[src/verilog/ffp_pkg.sv]
// Purpose: constants and types for the flyback fault sequencing logic
// Assumes: 40 MHz mclk, all comparator inputs asynchronous to mclk
// Notes:
// Overview of operation
// - Ignore abnormal overcurrent for 125 ns blanking.
// - Four consecutive tripped pulses latch the device.
// - Clean pulse clears abnormal overcurrent counter.
// - End on-period at 32 us maximum.
// - Armed demag input holds valley timeout disabled.
// - Armed demag blocks next pulse until disarmed.
// - Supply overvoltage stops drive, latches fault.
// - Three consecutive output overvoltage cycles latch.
// - Over-temperature gives non-latching shutdown.
// - Thermal restart needs hysteresis cleared, turn-on.
// - Supply reset or line removal clears thermal.
// - Restart at turn-on only when faults gone.
// - Latch leaves only on supply reset, discharge.
package ffp_pkg;
  localparam int unsigned CLK_PERIOD_PS      = 25000;
  localparam int unsigned SHORT_BLANK_NS     = 125;
  localparam int unsigned MAX_ON_US          = 32;
  localparam int unsigned VALLEY_TIMEOUT_US  = 6;
  // Least time rounds up, longest time rounds down
  localparam int unsigned SHORT_BLANK_CYC    =
    (SHORT_BLANK_NS * 1000 + CLK_PERIOD_PS - 1) / CLK_PERIOD_PS;
  localparam int unsigned MAX_ON_CYC         = (MAX_ON_US * 1000000) / CLK_PERIOD_PS;
  localparam int unsigned VALLEY_TIMEOUT_CYC = (VALLEY_TIMEOUT_US * 1000000) / CLK_PERIOD_PS;
  localparam int unsigned TIMER_W            = 11;
  localparam logic [2:0]  AOC_LIMIT          = 3'h4;
  localparam logic [1:0]  OUT_OV_LIMIT       = 2'h3;
  localparam int unsigned NUM_SYNC           = 8;

  typedef enum {FFP_OFF, FFP_ON, FFP_DEMAG, FFP_LATCHED, FFP_THERMAL} ffp_state_t;

  // Comparator results as they arrive from the analog side
  typedef struct packed {
    logic aoc_trip;
    logic supply_ov_trip;
    logic out_ov_trip;
    logic over_temp;
    logic temp_recovered;
    logic demag_armed;
    logic supply_turn_on;
    logic supply_reset;
  } ffp_sense_t;

  // Fault flags reported outward
  typedef struct packed {
    logic latched;
    logic thermal;
    logic aoc_latch;
    logic supply_ov_latch;
    logic out_ov_latch;
  } ffp_status_t;
endpackage

[src/verilog/ffp_fault_ctrl.sv]
// Purpose: fault sequencing and gate drive timing of a flyback controller
// Assumes: request_on asks for a pulse, cs_limit ends it, demag_det marks valley
// Notes: latched state leaves only through reset inputs, never by itself
`timescale 1ns/10ps
module ffp_fault_ctrl
  import ffp_pkg::*;
(
  input  wire logic  mclk,
  input  wire logic  reset,
  input  ffp_sense_t sense_async,
  input  wire logic  line_removal,
  input  wire logic  discharge_active,
  input  wire logic  request_on,
  input  wire logic  cs_limit,
  input  wire logic  demag_det,
  output logic       gate_drive_output,
  output logic       valley_timeout,
  output ffp_status_t status
);
  ffp_sense_t sense;
  logic [NUM_SYNC-1:0] raw_bits;
  logic [NUM_SYNC-1:0] sync_bits;
  logic                line_sync;
  logic                dis_sync;

  assign raw_bits = sense_async;

  // Comparators are asynchronous; every one crosses through two flops
  for (genvar i = 0; i < NUM_SYNC; i++) begin : g_sync
    ffp_sync u_sync (.mclk(mclk), .reset(reset), .async_in(raw_bits[i]),
                     .sync_out(sync_bits[i]));
  end
  ffp_sync u_line (.mclk(mclk), .reset(reset), .async_in(line_removal),
                   .sync_out(line_sync));
  ffp_sync u_dis  (.mclk(mclk), .reset(reset), .async_in(discharge_active),
                   .sync_out(dis_sync));
  assign sense = sync_bits;

  ffp_state_t        state_reg, state_next;
  logic [TIMER_W-1:0] on_timer_reg, on_timer_next;
  logic [7:0]        vt_timer_reg, vt_timer_next;
  logic [2:0]        aoc_cnt_reg, aoc_cnt_next;
  logic [1:0]        ov_cnt_reg, ov_cnt_next;
  logic              aoc_seen_reg, aoc_seen_next;
  logic              ov_seen_reg, ov_seen_next;
  logic              vt_reg, vt_next;
  ffp_status_t       stat_reg, stat_next;
  logic              blanked;
  logic              pulse_end;
  logic              clear_req;

  assign blanked   = on_timer_reg < TIMER_W'(SHORT_BLANK_CYC);
  assign clear_req = sense.supply_reset || dis_sync;
  assign pulse_end = (state_reg == FFP_ON) &&
                     (cs_limit || on_timer_reg >= TIMER_W'(MAX_ON_CYC - 1));

  always_comb begin
    state_next    = state_reg;
    on_timer_next = on_timer_reg;
    vt_timer_next = vt_timer_reg;
    aoc_cnt_next  = aoc_cnt_reg;
    ov_cnt_next   = ov_cnt_reg;
    aoc_seen_next = aoc_seen_reg;
    ov_seen_next  = ov_seen_reg;
    vt_next       = 1'b0;
    stat_next     = stat_reg;
    unique case (state_reg)
      FFP_OFF: begin
        // Only a fresh turn-on with over-temperature and supply overvoltage gone starts switching
        if (sense.supply_turn_on && !sense.over_temp && !sense.supply_ov_trip) begin
          state_next    = FFP_DEMAG;
          vt_timer_next = '0;
        end
      end
      FFP_ON: begin
        on_timer_next = on_timer_reg + 1'b1;
        if (sense.aoc_trip && !blanked) begin
          aoc_seen_next = 1'b1;
        end
        if (pulse_end) begin
          state_next    = FFP_DEMAG;
          vt_timer_next = '0;
          ov_seen_next  = 1'b0;
          if (aoc_seen_next) begin
            aoc_cnt_next = aoc_cnt_reg + 1'b1;
          end else begin
            aoc_cnt_next = '0;
          end
          if (aoc_seen_next && aoc_cnt_reg == AOC_LIMIT - 3'h1) begin
            state_next       = FFP_LATCHED;
            stat_next.aoc_latch = 1'b1;
          end
        end
      end
      FFP_DEMAG: begin
        if (sense.out_ov_trip) begin
          ov_seen_next = 1'b1;
        end
        // Valley timer held at zero while demag input is armed
        if (sense.demag_armed) begin
          vt_timer_next = '0;
        end else if (vt_timer_reg != 8'(VALLEY_TIMEOUT_CYC)) begin
          vt_timer_next = vt_timer_reg + 1'b1;
        end
        vt_next = !sense.demag_armed && vt_timer_reg == 8'(VALLEY_TIMEOUT_CYC);
        if ((demag_det || vt_next) && request_on && !sense.demag_armed) begin
          state_next    = FFP_ON;
          on_timer_next = '0;
          aoc_seen_next = 1'b0;
          ov_cnt_next   = ov_seen_reg ? ov_cnt_reg + 1'b1 : 2'h0;
          if (ov_seen_reg && ov_cnt_reg == OUT_OV_LIMIT - 2'h1) begin
            state_next          = FFP_LATCHED;
            stat_next.out_ov_latch = 1'b1;
          end
        end
      end
      FFP_LATCHED: begin
        if (clear_req) begin
          state_next = FFP_OFF;
          stat_next  = '0;
          aoc_cnt_next = '0;
          ov_cnt_next  = '0;
        end
      end
      FFP_THERMAL: begin
        if (sense.supply_reset || line_sync) begin
          state_next = FFP_OFF;
          stat_next.thermal = 1'b0;
        end else if (sense.temp_recovered && sense.supply_turn_on &&
                     !sense.over_temp) begin
          state_next = FFP_OFF;
          stat_next.thermal = 1'b0;
        end
      end
    endcase
    // Armed demag clears the valley timer to zero in every state, so a pulse never inherits a stale count
    if (sense.demag_armed) begin
      vt_timer_next = '0;
    end
    // Latching faults outrank thermal, checked from any running state
    if (state_reg != FFP_LATCHED && sense.supply_ov_trip) begin
      state_next = FFP_LATCHED;
      stat_next.supply_ov_latch = 1'b1;
    end else if ((state_reg == FFP_ON || state_reg == FFP_DEMAG) && sense.over_temp
                 && state_next != FFP_LATCHED) begin
      state_next = FFP_THERMAL;
      stat_next.thermal = 1'b1;
    end
    stat_next.latched = (state_next == FFP_LATCHED);
  end

  always_ff @(posedge mclk) begin
    if (reset) begin
      state_reg    <= FFP_OFF;
      on_timer_reg <= '0;
      vt_timer_reg <= '0;
      aoc_cnt_reg  <= '0;
      ov_cnt_reg   <= '0;
      aoc_seen_reg <= 1'b0;
      ov_seen_reg  <= 1'b0;
      vt_reg       <= 1'b0;
      stat_reg     <= '0;
    end else begin
      state_reg    <= state_next;
      on_timer_reg <= on_timer_next;
      vt_timer_reg <= vt_timer_next;
      aoc_cnt_reg  <= aoc_cnt_next;
      ov_cnt_reg   <= ov_cnt_next;
      aoc_seen_reg <= aoc_seen_next;
      ov_seen_reg  <= ov_seen_next;
      vt_reg       <= vt_next;
      stat_reg     <= stat_next;
    end
  end

  // Drive is gated combinationally so a supply overvoltage trip cuts it at once
  assign gate_drive_output = (state_reg == FFP_ON) && !sense.supply_ov_trip;
  assign valley_timeout    = vt_reg;
  assign status            = stat_reg;

  // Pulse timing and blanking
  chk_max_on_time: assert property (@(posedge mclk) disable iff (reset)
    (state_reg == FFP_ON && on_timer_reg == TIMER_W'(MAX_ON_CYC - 1))
    |=> state_reg != FFP_ON)
    else $error("on-time exceeded maximum");
  chk_on_timer_step: assert property (@(posedge mclk) disable iff (reset)
    (state_reg == FFP_ON && state_next == FFP_ON)
    |=> on_timer_reg == $past(on_timer_reg) + TIMER_W'(1))
    else $error("on-time counter skipped");
  chk_aoc_blank: assert property (@(posedge mclk) disable iff (reset)
    (state_reg == FFP_ON && on_timer_reg <= TIMER_W'(SHORT_BLANK_CYC))
    |-> !aoc_seen_reg)
    else $error("aoc seen during blanking");
  chk_blank_start: assert property (@(posedge mclk) disable iff (reset)
    (state_reg == FFP_DEMAG && state_next == FFP_ON)
    |=> on_timer_reg == TIMER_W'(0) && !aoc_seen_reg)
    else $error("pulse started with stale blanking state");
  // Abnormal overcurrent counting
  chk_aoc_clear: assert property (@(posedge mclk) disable iff (reset)
    (pulse_end && !aoc_seen_next)
    |=> aoc_cnt_reg == 3'h0)
    else $error("aoc counter not cleared by clean pulse");
  chk_aoc_latch: assert property (@(posedge mclk) disable iff (reset)
    (pulse_end && aoc_seen_next && aoc_cnt_reg == 3'h3)
    |=> state_reg == FFP_LATCHED)
    else $error("four aoc pulses did not latch");
  chk_aoc_step: assert property (@(posedge mclk) disable iff (reset)
    (pulse_end && aoc_seen_next && aoc_cnt_reg != 3'h3)
    |=> aoc_cnt_reg == $past(aoc_cnt_reg) + 3'h1)
    else $error("aoc counter did not advance");
  // Valley timeout and demag arming
  chk_vt_frozen: assert property (@(posedge mclk) disable iff (reset)
    sense.demag_armed
    |=> vt_timer_reg == 8'h00 && !valley_timeout)
    else $error("valley timeout ran while armed");
  chk_vt_pulse: assert property (@(posedge mclk) disable iff (reset)
    valley_timeout
    |-> !$past(sense.demag_armed))
    else $error("valley timeout fired while armed");
  chk_no_pulse_armed: assert property (@(posedge mclk) disable iff (reset)
    (state_reg == FFP_DEMAG && sense.demag_armed)
    |=> state_reg != FFP_ON)
    else $error("pulse issued while demag armed");
  chk_on_entry: assert property (@(posedge mclk) disable iff (reset)
    (state_reg == FFP_DEMAG && state_next == FFP_ON)
    |-> (demag_det || vt_next) && !sense.demag_armed)
    else $error("pulse started without valley");
  // Latching faults
  chk_supply_ov_latch: assert property (@(posedge mclk) disable iff (reset)
    (sense.supply_ov_trip && !(state_reg == FFP_LATCHED && clear_req))
    |-> !gate_drive_output ##1 state_reg == FFP_LATCHED)
    else $error("supply overvoltage did not latch");
  chk_thermal_latch: assert property (@(posedge mclk) disable iff (reset)
    (state_reg == FFP_THERMAL && sense.supply_ov_trip)
    |=> state_reg == FFP_LATCHED)
    else $error("supply overvoltage ignored in thermal");
  chk_ov_latch: assert property (@(posedge mclk) disable iff (reset)
    (state_reg == FFP_DEMAG && ov_seen_reg && ov_cnt_reg == 2'h2 && (demag_det || vt_next) &&
     request_on && !sense.demag_armed)
    |=> state_reg == FFP_LATCHED)
    else $error("third output overvoltage did not latch");
  chk_ov_break: assert property (@(posedge mclk) disable iff (reset)
    (state_reg == FFP_DEMAG && state_next == FFP_ON && !ov_seen_reg)
    |=> ov_cnt_reg == 2'h0)
    else $error("clean cycle did not break overvoltage run");
  chk_ov_count: assert property (@(posedge mclk) disable iff (reset)
    (state_reg == FFP_DEMAG && state_next == FFP_ON && ov_seen_reg)
    |=> ov_cnt_reg == $past(ov_cnt_reg) + 2'h1)
    else $error("overvoltage counter did not advance");
  // Thermal shutdown and restart
  chk_thermal_enter: assert property (@(posedge mclk) disable iff (reset)
    (state_reg == FFP_ON && sense.over_temp && !sense.supply_ov_trip && !pulse_end)
    |=> state_reg == FFP_THERMAL)
    else $error("over-temperature not handled");
  chk_thermal_no_drive: assert property (@(posedge mclk) disable iff (reset)
    state_reg == FFP_THERMAL
    |-> !gate_drive_output)
    else $error("drive active in thermal shutdown");
  chk_thermal_hold: assert property (@(posedge mclk) disable iff (reset)
    (state_reg == FFP_THERMAL && !sense.supply_reset && !line_sync && !sense.supply_ov_trip &&
     !(sense.temp_recovered && sense.supply_turn_on && !sense.over_temp))
    |=> state_reg == FFP_THERMAL)
    else $error("thermal left without recovery");
  chk_thermal_recover: assert property (@(posedge mclk) disable iff (reset)
    (state_reg == FFP_THERMAL && sense.temp_recovered && sense.supply_turn_on &&
     !sense.over_temp && !sense.supply_ov_trip)
    |=> state_reg == FFP_OFF)
    else $error("thermal not left after recovery");
  chk_thermal_clear: assert property (@(posedge mclk) disable iff (reset)
    (state_reg == FFP_THERMAL && (sense.supply_reset || line_sync) && !sense.supply_ov_trip)
    |=> state_reg == FFP_OFF)
    else $error("thermal not cleared");
  chk_off_start: assert property (@(posedge mclk) disable iff (reset)
    (state_reg == FFP_OFF && sense.supply_turn_on && !sense.over_temp && !sense.supply_ov_trip)
    |=> state_reg == FFP_DEMAG)
    else $error("no power-up at turn-on");
  chk_off_wait: assert property (@(posedge mclk) disable iff (reset)
    (state_reg == FFP_OFF && !sense.supply_turn_on && !sense.supply_ov_trip)
    |=> state_reg == FFP_OFF)
    else $error("power-up without turn-on");
  chk_off_fault_hold: assert property (@(posedge mclk) disable iff (reset)
    (state_reg == FFP_OFF && sense.over_temp && !sense.supply_ov_trip)
    |=> state_reg == FFP_OFF)
    else $error("power-up with fault present");
  // Latched state exit and reset
  chk_latch_hold: assert property (@(posedge mclk) disable iff (reset)
    (state_reg == FFP_LATCHED && !clear_req)
    |=> state_reg == FFP_LATCHED)
    else $error("latch released without clear");
  chk_latch_clear: assert property (@(posedge mclk) disable iff (reset)
    (state_reg == FFP_LATCHED && clear_req)
    |=> state_reg == FFP_OFF)
    else $error("latch not released by clear");
  chk_latch_no_drive: assert property (@(posedge mclk) disable iff (reset)
    state_reg == FFP_LATCHED
    |-> !gate_drive_output)
    else $error("drive active while latched");
  chk_reset_state: assert property (@(posedge mclk)
    reset
    |=> state_reg == FFP_OFF && aoc_cnt_reg == 3'h0 && ov_cnt_reg == 2'h0 && status == '0)
    else $error("reset did not clear fault state");
endmodule // ffp_fault_ctrl

[src/verilog/ffp_sync.sv]
// Purpose: two flip-flop level synchroniser
// Assumes: input asynchronous to mclk
// Notes: first stage feeds only the second stage
`timescale 1ns/10ps
module ffp_sync (
  input  wire logic mclk,
  input  wire logic reset,
  input  wire logic async_in,
  output logic      sync_out
);
  logic meta_reg;
  logic sync_reg;
  logic meta_next;
  logic sync_next;

  always_comb begin
    meta_next = async_in;
    sync_next = meta_reg;
  end

  always_ff @(posedge mclk) begin
    if (reset) begin
      meta_reg <= 1'b0;
      sync_reg <= 1'b0;
    end else begin
      meta_reg <= meta_next;
      sync_reg <= sync_next;
    end
  end

  assign sync_out = sync_reg;
endmodule // ffp_sync
[config.mk]
export PLATFORM = sky130hd
export DESIGN_NAME = ffp_fault_ctrl
export DESIGN_NICKNAME = d
export VERILOG_FILES = /design/src/verilog/ffp_pkg.sv /design/src/verilog/ffp_fault_ctrl.sv /design/src/verilog/ffp_sync.sv
export SDC_FILE = /design/constraint.sdc
export NUM_CORES = 1
export LEC_CHECK = 0
export BUFFER_PORTS_ARGS = -buffer_cell sky130_fd_sc_hd__buf_2
export CORE_MARGIN = 2
export CORE_UTILIZATION = 54
export DETAILED_ROUTE_END_ITERATION = 6
export PLACE_DENSITY = 0.75
export SLEW_MARGIN = 20
export SYNTH_ARGS = -nofsm -noshare
export SYNTH_HDL_FRONTEND = slang
export SYNTH_SLANG_ARGS = --single-unit
[constraint.sdc]
create_clock -name mclk -period 2.2 [get_ports mclk]
set_input_delay 0.44 -clock mclk [delete_from_list [all_inputs] [get_ports mclk]]
set_output_delay 0.44 -clock mclk [all_outputs]
set_load 0.05 [all_outputs]
==> impl_metrics.py <==
metrics = {
    "cts": {
        "hold_buffers": 0,
        "cts_max_path_buffers": 2,
        "clk_pin_slew_ns": 0.09,
        "htree_levels": 3,
        "cts_sinks": 84,
        "cts_tree": "built",
        "cts-root-buf": "clkbuf_8",
        "numCtsBuffers": 9,
        "clkLatencyLatePin_ns": 0.35,
    },
    "worst_setup_path": {
        "rrSetupSlack_ns": -0.15,
        "crit_path_start_kind": "flop",
        "ff2ff_path_depth": 11,
        "slowest_stage": "dfxtp_2",
        "cp_slowest_stage_delay_ns": 0.34,
        "arrival_ns": 1.98,
        "path_class": "reg -> out",
        "reg2reg_to": "state_reg[28]",
        "end_kind": "output port",
        "path_cells": "nor4_4 > nand4_2 > or2_4 > buf_6 > buf_6 > nor3_4 > buf_6",
        "crit_top_cell": "buf_6",
        "required_ns": 1.76,
        "cp_max_fo": 2,
        "path_buf_inv": 3,
        "path_delay_family": "simple AND/OR/NAND/NOR gates",
        "r2r-start": "state_reg[19]",
    },
    "timing": {
        "hold_viol": 0,
        "final.period_utilization": 1.10,
        "setup_ws_ns": -0.219,
        "period_needed_ns": 2.42,
        "rsz0062_at_grt": "yes",
        "holdWs_ns": 0.294,
        "fmax_ghz": 0.413,
        "setup_viol": 27,
        "max_slew.worst_pin.slew_ns": 0.447,
        "skew_ns": 0.0105,
        "relSlewSlack": 0.700,
        "slew_viol_final": 0,
        "tns_ns": -2.55,
    },
    "route": {
        "postRouteAntennaNets": 0,
        "dr.pass1.iters": 4,
        "drt-total-wl_um": 7630,
        "post-route-drc-count": 0,
        "first_iter_violations": 118,
        "via_per_inst": 5.54,
        "post_drt_wl_per_cell_um": 14.7,
        "dr_total_vias": 2883,
    },
    "logic_synthesis": {
        "synth.area.top_cells": "dfxtp_1 48%, nor2_1 3.8%, nor2b_1 3.7%, and3_1 3.6%, nor3b_2 3.6%",
        "syn_area_per_cell_um2": 9.46,
        "synthArstFlopShare": 0,
        "yosysWarnings": 0,
        "ys.flop_type": "dfxtp_1",
        "synth_cell_types": 58,
        "yosysTopAreaCell": "dfxtp_1",
        "syn_nets": 393,
        "synth_seq_cells": 84,
        "netlist_instances": 372,
        "synth_edf_count": 0,
        "yosysSeqAreaShare": 0.478,
        "netlist.area_leader.share": 0.478,
        "netlist_area_um2": 3520,
    },
    "floorplanning": {
        "core_area_um2": 6310,
        "std_cell_rows": 29,
        "start_util": 0.558,
        "die_height_um": 84.7,
        "io-pin-count": 22,
        "die_w_um": 84.7,
        "die-area_um2": 7180,
    },
    "min_path": {
        "min_path_type": "in -> reg",
        "worstHoldStart": "line_removal",
        "holdPathEnd": "u_line.meta_reg",
        "hold_depth": 2,
    },
    "finish": {
        "largest_reg_flops": 32,
        "area_growth_pct": 28.3,
        "regArea_um2": 1690,
        "nets": 459,
        "nFillCells": 474,
        "diodes": 0,
        "drive_gt1_frac": 0.327,
        "multiInputGateArea_um2": 1920,
    },
    "placed_design": {
        "place_ws_ns": -0.0885,
        "dp_hpwl_um": 5310,
        "gp_congestion": 0.937,
        "io_buffer_count": 21,
    },
    "global_route": {
        "track_usage": 0.218,
        "antenna_found_initial": 0,
        "grt_pass1_wl_um": 12400,
        "grt_pass1_vias": 2687,
        "overflow": 0,
        "grt_max_degree": 28,
    },
    "outcome": {
        "violations": "setup timing",
        "outcome": "complete, but fails checks",
    },
    "pwr": {
        "leakagePower_nw": 1.82,
        "switching_share": 0.229,
        "ir_worst_vdd_v": 0.000524,
        "clkPwrFrac": 0.409,
        "p_int_mw": 2.42,
        "pwr-share-seq": 0.499,
        "power_density_nw_per_um2": 695,
        "p_sw_uw": 718,
        "combPwrFrac": 0.092,
    },
    "job": {
        "cap_violations": 0,
    },
}
[cell usage after synthesis (all sizes together), types with 2 or more instances]
library cell  number
dfxtp             84
nor2              36
nor2b             21
and3              20
nor3              20
nand2             19
a21oi             15
nor3b             14
o21ai             14
inv               12
clkbuf            11
nand4             11
nand3             10
xnor2              9
nor4               7
ha                 6
and4               5
mux2i              5
xor2               5
and2               4
or3                4
a31oi              3
buf                3
nand3b             3
o211ai             3
or2b               3
or4                3
a21o               2
a22oi              2
a41oi              2
nand2b             2
o21a               2
[power by group through the flow]
| stage | clock, mW | sequential, mW | combinational, mW |
|---|---|---|---|
| floorplan | 0 | 1.61 | 0.154 |
| global placement | 0 | 1.60 | 0.241 |
| detailed placement | 0 | 1.60 | 0.247 |
| CTS | 1.30 | 1.56 | 0.257 |
| global route | 1.37 | 1.57 | 0.314 |
| finish | 1.28 | 1.56 | 0.289 |
[layout by cell type, fill, tap and decap left out, types with 5 or more instances in the layout]
master,n
a21oi_1,11
and3_1,19
buf_2,21
buf_4,42
buf_6,5
clkbuf_8,9
dfxtp_1,77
dfxtp_2,7
ha_1,6
inv_1,12
mux2i_1,5
nand2_1,18
nand3_1,9
nand4_1,10
nor2_1,34
nor2b_1,21
nor3_1,13
nor3b_2,12
nor4_4,6
o21ai_0,8
o21ai_1,5
xnor2_1,9
xor2_1,5
[how the worst max path moves through the flow]
stage	startpoint	end	cells after the start
final	state_reg[19]	gate_drive_output	7
after global placement	state_reg[10]	state_reg[0]	9
after detailed placement	state_reg[10]	state_reg[1]	9
after global routing	state_reg[29]	gate_drive_output	7
after floorplan	state_reg[27]	state_reg[26]	8
after CTS	state_reg[15]	gate_drive_output	7
[routing by layer]
layer / vias up / GRT usage / share of wire
met1: 1355 / 0.289 / 0.46
li1: 1449 / - / -
met3: 13 / 0.0551 / 0.039
met5: - / 0 / 0
met2: 66 / 0.349 / 0.48
met4: 0 / 0.0707 / 0.017
[cell type report]
type / instances / area share
tap: 77 / 0.0213
multi-input combinational: 261 / 0.426
clock inverter: 7 / 0.0255
sequential: 84 / 0.374
inverter: 12 / 0.00998
clock buffer: 9 / 0.0274
timing repair buffer: 70 / 0.116
[what timing repair did]
item                                    4_1_cts  5_1_grt
gates cloned                                  0        2
endpoints found under the setup margin       23       60
gates resized for setup                      13       30
setup buffers                                 2        5
pin swaps                                     9       17
[cell families after synthesis]
kind of cell,count (synthesis),share of synthesized area
AND/OR/NAND/NOR,186,0.319
AO/OA/AOI/OAI,50,0.0963
buffers and inverters,27,0.0366
flip-flops,84,0.478
multiplexers,5,0.0142
XOR/XNOR,14,0.0348
adder cells (fa/ha/maj),6,0.0213
[worst reg2reg max path: stages, from the launching register on]
cell and delay, ns:
dfxtp_2 0.34, nor4_4 0.32, nand4_2 0.17, buf_4 0.17, buf_6 0.13, nor3_2 0.17, buf_4 0.18, o31ai_1 0.08
nand4_1 0.19, a31oi_4 0.17, clkbuf_16 0.20, nor3b_2 0.16
[through the flow]
| stage | cells | total power [mW] | instance area, um2 | util |
|---|---|---|---|---|
| 5_1_grt | 520 | 3.26 | 4520 | 0.715 |
| 4_1_cts | 514 | 3.13 | 4350 | 0.690 |
| 6_report | 520 | 3.14 | 4520 | 0.715 |
| 2_1_floorplan | 372 | 1.76 | 3600 | - |
| 3_5_place_dp | 496 | 1.85 | 4040 | 0.639 |
| 3_3_place_gp | 496 | 1.84 | 4040 | 0.639 |
Note: power is estimated with default switching activity, not from simulation.
